**config.mk**
```make
export PLATFORM = sky130hd
export DESIGN_NAME = ieb_bank
export DESIGN_NICKNAME = d
export VERILOG_FILES = /design/src/logic/ieb_pkg.sv /design/src/logic/ieb_gate_if.sv /design/src/logic/ieb_bank.sv /design/src/logic/ieb_gate.sv
export SDC_FILE = /design/constraint.sdc
export NUM_CORES = 1
export LEC_CHECK = 0
export BUFFER_PORTS_ARGS = -buffer_cell sky130_fd_sc_hd__buf_4
export CORE_ASPECT_RATIO = 0.7
export CORE_MARGIN = 2
export CORE_UTILIZATION = 25
export CTS_CLUSTER_DIAMETER = 120
export DETAILED_ROUTE_END_ITERATION = 7
export SYNTH_ARGS = -nofsm -noshare
export SYNTH_HDL_FRONTEND = slang
export SYNTH_SLANG_ARGS = --single-unit
```
**constraint.sdc**
```tcl
create_clock -name clk_i -period 2.1 [get_ports clk_i]
set_input_delay 0.42 -clock clk_i [delete_from_list [all_inputs] [get_ports clk_i]]
set_output_delay 0.42 -clock clk_i [all_outputs]
set_load 0.1 [all_outputs]
```
**src/logic/ieb_pkg.sv**
```systemverilog
// package for the interrupt enable bank: register map, masks, reset values
// assumes a 32-bit classic wishbone slave port, word aligned registers
package ieb_pkg;

  // ==========================================================================
  // register offsets (byte addresses)
  localparam logic [7:0] OFS_EN1     = 8'h00;
  localparam logic [7:0] OFS_EN2     = 8'h04;
  localparam logic [7:0] OFS_EN3     = 8'h08;
  localparam logic [7:0] OFS_EN4     = 8'h0C;
  localparam logic [7:0] OFS_EN5     = 8'h10;
  localparam logic [7:0] OFS_PEND    = 8'h14;
  localparam logic [7:0] OFS_IRQ_ST  = 8'h18;
  localparam logic [7:0] OFS_IRQ_MSK = 8'h1C;
  localparam logic [7:0] OFS_PRIO    = 8'h20;

  // ==========================================================================
  // implemented-bit masks, one per enable register
  localparam int          NUM_EN = 5;
  localparam logic [15:0] MASK_EN1 = 16'h0007;
  localparam logic [15:0] MASK_EN2 = 16'h3FE3;
  localparam logic [15:0] MASK_EN3 = 16'h4066;
  localparam logic [15:0] MASK_EN4 = 16'h210E;
  localparam logic [15:0] MASK_EN5 = 16'h3FBE;
  localparam logic [79:0] MASK_ALL = {MASK_EN5, MASK_EN4, MASK_EN3, MASK_EN2, MASK_EN1};

  // ==========================================================================
  // reset values and priority codes
  localparam logic [15:0] RST_EN      = 16'h0000;
  localparam logic [2:0]  RST_PRIO    = 3'h4;
  localparam logic [2:0]  PRIO_OFF    = 3'h0;
  localparam logic [2:0]  PRIO_MAX    = 3'h7;
  localparam logic [4:0]  RST_IRQ     = 5'h00;

endpackage

```
**src/logic/ieb_gate_if.sv**
```systemverilog
// interface carrying pending flags, enables and gated requests
// assumes one clock domain shared by bank and gate
`timescale 1ns/1ps
interface ieb_gate_if #(parameter int N = 80);
  logic [N-1:0] pend;
  logic [N-1:0] en;
  logic [2:0]   prio;
  logic [N-1:0] req;
  modport bank (output pend, output en, output prio, input req);
  modport gate (input pend, input en, input prio, output req);
endinterface

```
**src/logic/ieb_bank.sv**
```systemverilog
// interrupt enable bank: five 16-bit enable registers behind wishbone
// assumes pending inputs from peripherals on the same clock as clk_i
// Operation
// - an enable bit of one passes its source request, zero blocks it.
// - every implemented enable bit is read/write and clears to zero on reset.
// - unimplemented bit positions always read as zero.
// - register one bits 2,1,0 gate comparator, first i2c master, first i2c slave.
// - register two gates parallel port, output compares 8-5, captures 6-3, spi b.
// - register three gates calendar, external 4 and 3, second i2c master and slave.
// - register four gates charge time, low voltage, checksum, uart b and a errors.
// - register five bits 13-7 gate capture 9, compare 9, spi c, uart d tx/rx/error.
// - register five bits 5-1 gate third i2c master/slave and uart c tx/rx/error.
// - a priority code of zero disables the source, all ones is level seven.
//
// The Wishbone register port and the address map were decided locally.
`timescale 1ns/1ps
module ieb_bank #(
  parameter int N = 80
) (
  // clock and reset
  input  wire logic          clk_i,
  input  wire logic          rst_i,
  // wishbone slave
  input  wire logic          cyc_i,
  input  wire logic          stb_i,
  input  wire logic          we_i,
  input  wire logic [7:0]    adr_i,
  input  wire logic [3:0]    sel_i,
  input  wire logic [31:0]   dat_i,
  output logic      [31:0]   dat_o,
  output logic               ack_o,
  output logic               err_o,
  // sources and core side
  input  wire logic [N-1:0]  pend_i,
  output logic      [N-1:0]  req_o,
  output logic      [2:0]    prio_o,
  output logic               irq_o
);

  // ==========================================================================
  // storage
  logic [15:0] en_reg [ieb_pkg::NUM_EN];
  logic [2:0]  prio;
  logic [4:0]  irq_st;
  logic [4:0]  irq_msk;
  logic [N-1:0] req_q;
  ieb_gate_if #(.N(N)) gif ();

  // ==========================================================================
  // decode
  wire        acc      = cyc_i & stb_i & ~ack_o & ~err_o;
  wire        wr_lo    = acc & we_i & sel_i[0];
  wire        wr_hi    = acc & we_i & sel_i[1];
  wire        hit_en   = (adr_i[1:0] == 2'h0) && (adr_i < ieb_pkg::OFS_PEND);
  wire [2:0]  en_idx   = adr_i[4:2];
  wire        hit_pend = adr_i == ieb_pkg::OFS_PEND;
  wire        hit_st   = adr_i == ieb_pkg::OFS_IRQ_ST;
  wire        hit_msk  = adr_i == ieb_pkg::OFS_IRQ_MSK;
  wire        hit_prio = adr_i == ieb_pkg::OFS_PRIO;
  wire        mapped   = hit_en | hit_pend | hit_st | hit_msk | hit_prio;
  wire        rd_st    = acc & ~we_i & hit_st;

  // ==========================================================================
  // enable registers; unimplemented bits never stored
  genvar r;
  generate
    for (r = 0; r < ieb_pkg::NUM_EN; r++) begin : g_en
      wire [15:0] msk = ieb_pkg::MASK_ALL[16*r +: 16];
      wire        sel = hit_en && (en_idx == 3'(r));
      always_ff @(posedge clk_i) begin
        if (rst_i) begin
          en_reg[r] <= ieb_pkg::RST_EN;
        end else begin
          if (sel && wr_lo) en_reg[r][7:0]  <= dat_i[7:0] & msk[7:0];
          if (sel && wr_hi) en_reg[r][15:8] <= dat_i[15:8] & msk[15:8];
        end
      end
      // bit layout per register: see masks in package
      assign gif.en[16*r +: 16] = en_reg[r];
    end
  endgenerate

  // ==========================================================================
  // priority register
  always_ff @(posedge clk_i) begin
    if (rst_i) begin
      prio <= ieb_pkg::RST_PRIO;
    end else if (hit_prio && wr_lo) begin
      prio <= dat_i[2:0];
    end
  end

  // ==========================================================================
  // gate and request registers
  assign gif.pend = pend_i;
  assign gif.prio = prio;
  ieb_gate #(.N(N)) u_gate (.g(gif.gate));

  always_ff @(posedge clk_i) begin
    if (rst_i) req_q <= '0;
    else       req_q <= gif.req;
  end
  assign req_o  = req_q;
  assign prio_o = prio;

  // ==========================================================================
  // summary interrupt: one sticky bit per enable register
  logic [4:0] grp_any;
  generate
    for (r = 0; r < ieb_pkg::NUM_EN; r++) begin : g_grp
      assign grp_any[r] = |gif.req[16*r +: 16];
    end
  endgenerate
  // set beats read-clear
  wire [4:0] next_irq_st = grp_any | (rd_st ? 5'h00 : irq_st);
  always_ff @(posedge clk_i) begin
    if (rst_i) begin
      irq_st  <= ieb_pkg::RST_IRQ;
      irq_msk <= ieb_pkg::RST_IRQ;
    end else begin
      irq_st <= next_irq_st;
      if (hit_msk && wr_lo) irq_msk <= dat_i[4:0];
    end
  end
  assign irq_o = |(irq_st & irq_msk);

  // ==========================================================================
  // read mux and ack
  wire [15:0] rd_en = (en_idx < 3'(ieb_pkg::NUM_EN)) ? en_reg[en_idx] : 16'h0000;
  wire [31:0] rd_mux =
      hit_en   ? {16'h0000, rd_en} :
      hit_pend ? 32'h00000000 :
      hit_st   ? {27'h0000000, irq_st} :
      hit_msk  ? {27'h0000000, irq_msk} :
      hit_prio ? {29'h00000000, prio} : 32'h00000000;

  always_ff @(posedge clk_i) begin
    if (rst_i) begin
      ack_o <= 1'b0;
      err_o <= 1'b0;
      dat_o <= 32'h00000000;
    end else begin
      ack_o <= acc & mapped;
      err_o <= acc & ~mapped;
      dat_o <= (acc & ~we_i) ? rd_mux : 32'h00000000;
    end
  end

  // ==========================================================================
  // checks
  a_req_gated: assert property (@(posedge clk_i) disable iff (rst_i)
    ##1 req_o == $past(pend_i & gif.en & {N{prio != ieb_pkg::PRIO_OFF}}))
    else $error("request not gated by enable");
  a_en_reset: assert property (@(posedge clk_i) $past(rst_i) |-> en_reg[0] == 16'h0000)
    else $error("enable not cleared by reset");
  a_unimpl_zero: assert property (@(posedge clk_i) disable iff (rst_i)
    (en_reg[1] & ~ieb_pkg::MASK_EN2) == 16'h0000)
    else $error("unimplemented bit stored");
  a_write_takes: assert property (@(posedge clk_i) disable iff (rst_i)
    wr_lo && wr_hi && hit_en && en_idx == 3'h4 |=> en_reg[4] == ($past(dat_i[15:0]) & 16'h3FBE))
    else $error("enable write lost");
  a_prio_off: assert property (@(posedge clk_i) disable iff (rst_i)
    prio == 3'h0 |=> req_o == '0)
    else $error("priority zero passed request");
  a_ack_once: assert property (@(posedge clk_i) disable iff (rst_i)
    ack_o |=> !ack_o)
    else $error("ack held two cycles");
  a_st_sticky: assert property (@(posedge clk_i) disable iff (rst_i)
    grp_any[0] |=> irq_st[0])
    else $error("status bit lost event");
  a_irq_level: assert property (@(posedge clk_i) disable iff (rst_i)
    irq_o == |(irq_st & irq_msk))
    else $error("irq level mismatch");

endmodule // ieb_bank

```
**src/logic/ieb_gate.sv**
```systemverilog
// per-source gate: pending flag and enable and nonzero priority
// assumes all inputs already in clk_i domain
`timescale 1ns/1ps
module ieb_gate #(
  parameter int N = 80
) (
  ieb_gate_if.gate g
);
  genvar i;
  // ==========================================================================
  // gating
  generate
    for (i = 0; i < N; i++) begin : g_src
      // flag stays in source; only the request is hidden
      assign g.req[i] = g.pend[i] & g.en[i] & (g.prio != ieb_pkg::PRIO_OFF);
    end
  endgenerate
endmodule // ieb_gate

```
==> flow_summary.ini <==
[outcome]
status = complete, no violations

[power]
combPwrFrac_pct = 21.1
p_clk_share_pct = 34.7
seqPwrFrac_pct = 44.2
ir_drop_mv = 0.347
cellPowerDensity_nw_per_um2 = 805
p_sw_w = 0.00161
sw_frac_of_total_pct = 33.4
p_int_w = 0.00322
leakagePower_nw = 2.59

[cts]
cts_tree = yes
post_cts_buffers = 0
cts_resized = 0
cts_max_path_buffers = 2
clk_latency_ns = 0.35
htreeDepth = 3
cts.sinks = 102
cts_hold_buf = 0
cts_buffers = 9
cts-root-buf = clkbuf_16
cts.clk_slew.worst_paths_ns = 0.07

[global_route]
grt_use_total_pct = 13.7
antenna_found_initial = 0
grt_pass1_vias = 3262
grt_pass1_wl_mm = 19.5
grt_max_degree = 40
overflow = 0

[worst_setup_path]
max_stage_delay_ns = 0.55
crit_arrival_ns = 1.90
cp_cell_sequence = buf_4 -> or4_4 -> nor3_4 -> nand3_1 -> buf_4 -> o21bai_2
worstSetupStartpoint = adr_i[1]
crit_family = simple AND/OR/NAND/NOR gates
r2r_start = err_o
crit_buf_inv = 2
crit_path_end_kind = register
startpoint_type = input port
cp_max_fo = 8
crit_slowest_cell = or4_4
critPathKind = in -> reg
worstPathRequired_ns = 2.13
critPathMostFrequentCell = buf_4

[synth]
synthArstFlopShare_pct = 0
ys.flop_type = dfxtp_1
ys_seq_elements = 102
yosysSeqAreaShare_pct = 53.3
synth_cell_type_count = 45
synth_area_um2 = 4510
synth_area_per_cell_um2 = 10.0
synthCells = 450
synth_edf_count = 36
synth_warnings = 0

[timing]
setup_viol = 0
timing.fmax_mhz = 535
rsz0062_at_grt = false
hold_viol = 0
holdWs_ns = 0.294
post-route-min-period_ns = 1.87
final-max-slew-violation-count = 0
timing.final.crit_share_pct = 89.0
worst_slack_ns = 0.230
finClkSkew_ns = 0.0103
tns_ns = 0

[final_layout]
finish.instance_area_um2 = 6010
fin_cells = 835
syn2layout_area_growth_pct = 33.2
fillers = 1879
insertedDiodeCount = 0
nets = 723
drive_gt1_share_pct = 32.1

[route]
wl_per_cell_um = 15.8
dr_total_vias = 3612
routed_wl_mm = 13.2
dr.pass1.iters = 4
vias_per_cell = 4.33
antenna_left = 0
drtIter0Drc = 342
drc = 0

[floorplan]
pin_count = 247
placementRows = 41
die_width_um = 165
coreArea_um2 = 17900
die-height_um = 116
initial_utilization_pct = 25.3
die_area_um2 = 19100

[run]
drv_cap = 0

[worst_hold_path]
min_from = pend_i[51]
holdCritPathClass = in -> reg

[placed_design]
gp_congestion = 0.855
io_buffers = 122
placed_cell_area_um2 = 5710
dp_cells = 819
pre_cts_ws_ns = -0.137
dpl.hpwl_mm = 10.4
[synth_stat cells (3+ instances only)]
cell / instances / share of area, %
a21oi_1: 7 / 0.78
nand2_1: 44 / 3.7
mux2_2: 6 / 1.5
a22oi_1: 13 / 2.2
o21bai_1: 9 / 1.5
a31oi_1: 4 / 0.55
nand3b_1: 6 / 1.0
nor2b_1: 6 / 0.83
nor2_1: 63 / 5.2
nor3_1: 21 / 2.3
nand3_1: 5 / 0.55
o2bb2ai_1: 3 / 0.58
buf_4: 61 / 10
and3_1: 15 / 2.1
buf_1: 3 / 0.25
o32ai_1: 4 / 0.78
nor4_1: 4 / 0.55
nand2b_1: 8 / 1.1
mux2i_1: 10 / 2.2
dfxtp_1: 66 / 29
nand4_1: 9 / 1.2
inv_1: 4 / 0.33
edfxtp_1: 36 / 24
a222oi_1: 3 / 0.67
clkbuf_1: 16 / 1.3
[layout by cell type (no fill, tap or decap), drive strengths merged, types with 4 or more instances in the layout]
cell type and count:
nand3 5, buf 154, clkbuf 9, nor2 63, nand3b 6, mux2 6, and3 15, edfxtp 36
dfxtp 66, nand4 9, nor2b 6, a22oi 13, o32ai 4, nand2b 8, o21bai 9, inv 6
nor4 7, conb 61, mux2i 10, a21oi 7, nor3 22, nand2 44, clkinv 4, a31oi 4
[layer usage]
layer  up-vias  wire [µm]  GRT usage (%)
met5         -          0              0
met4         0        137           4.35
met3        11       1250           3.66
met2       152       5500           19.7
met1      1698       6270           19.9
li1       1751          -              -
[stage by stage]
stage | total power, W | utilization (%)
finish | 0.00484 | 33.6
global route | 0.00499 | 33.6
CTS | 0.00488 | 33.6
detailed placement | 0.00320 | 32.0
global placement | 0.00320 | 32.0
floorplan | 0.00305 | -
[power by group through the flow]
| stage | clock network, W | logic (W) | registers (W) |
|---|---|---|---|
| after floorplan | 0 | 0.000724 | 0.00232 |
| after global placement | 0 | 0.00102 | 0.00218 |
| after detailed placement | 0 | 0.00102 | 0.00218 |
| after CTS | 0.00172 | 0.00102 | 0.00214 |
| after global routing | 0.00178 | 0.00107 | 0.00214 |
| final | 0.00168 | 0.00102 | 0.00214 |
[kinds of logic (layout without fill, tap and decap cells)]
| family | Yosys count | in the layout | synth area share (%) |
|---|---|---|---|
| AOI/OAI and AO/OA | 47 | 47 | 7.71 |
| buffers and inverters | 85 | 174 | 12.2 |
| DFF | 102 | 102 | 53.3 |
| muxes | 16 | 16 | 3.72 |
| other | 1 | 61 | 0.0832 |
| and+or+nand+nor | 199 | 199 | 23.0 |
[worst register-to-register path: stages, from the launching register on]
cell,delay (ns)
dfxtp_2,0.34
nand4bb_4,0.32
nor3_4,0.22
nand3_1,0.10
buf_4,0.19
o21bai_2,0.29
[path summary, 6_finish.rpt]
path	cells past startpoint	endpoint	slack [ns]
worst min register to register	1	irq_st[4]	0.49
worst max register to register	5	en_reg[2][6]	0.32
worst min-delay path	3	req_o[51]	0.29
worst max-delay path	6	en_reg[2][6]	0.23
[final cells by class]
type | count | area, µm² | share of cell area [%]
Sequential cell | 102 | 2400 | 40.0
Clock inverter | 7 | 72.6 | 1.21
Inverter | 4 | 15.0 | 0.250
Timing Repair Buffer | 154 | 1170 | 19.5
Multi-Input combinational cell | 323 | 1830 | 30.4
Tap cell | 236 | 295 | 4.92
Clock buffer | 9 | 225 | 3.75
(Power assumes the default switching activity.)
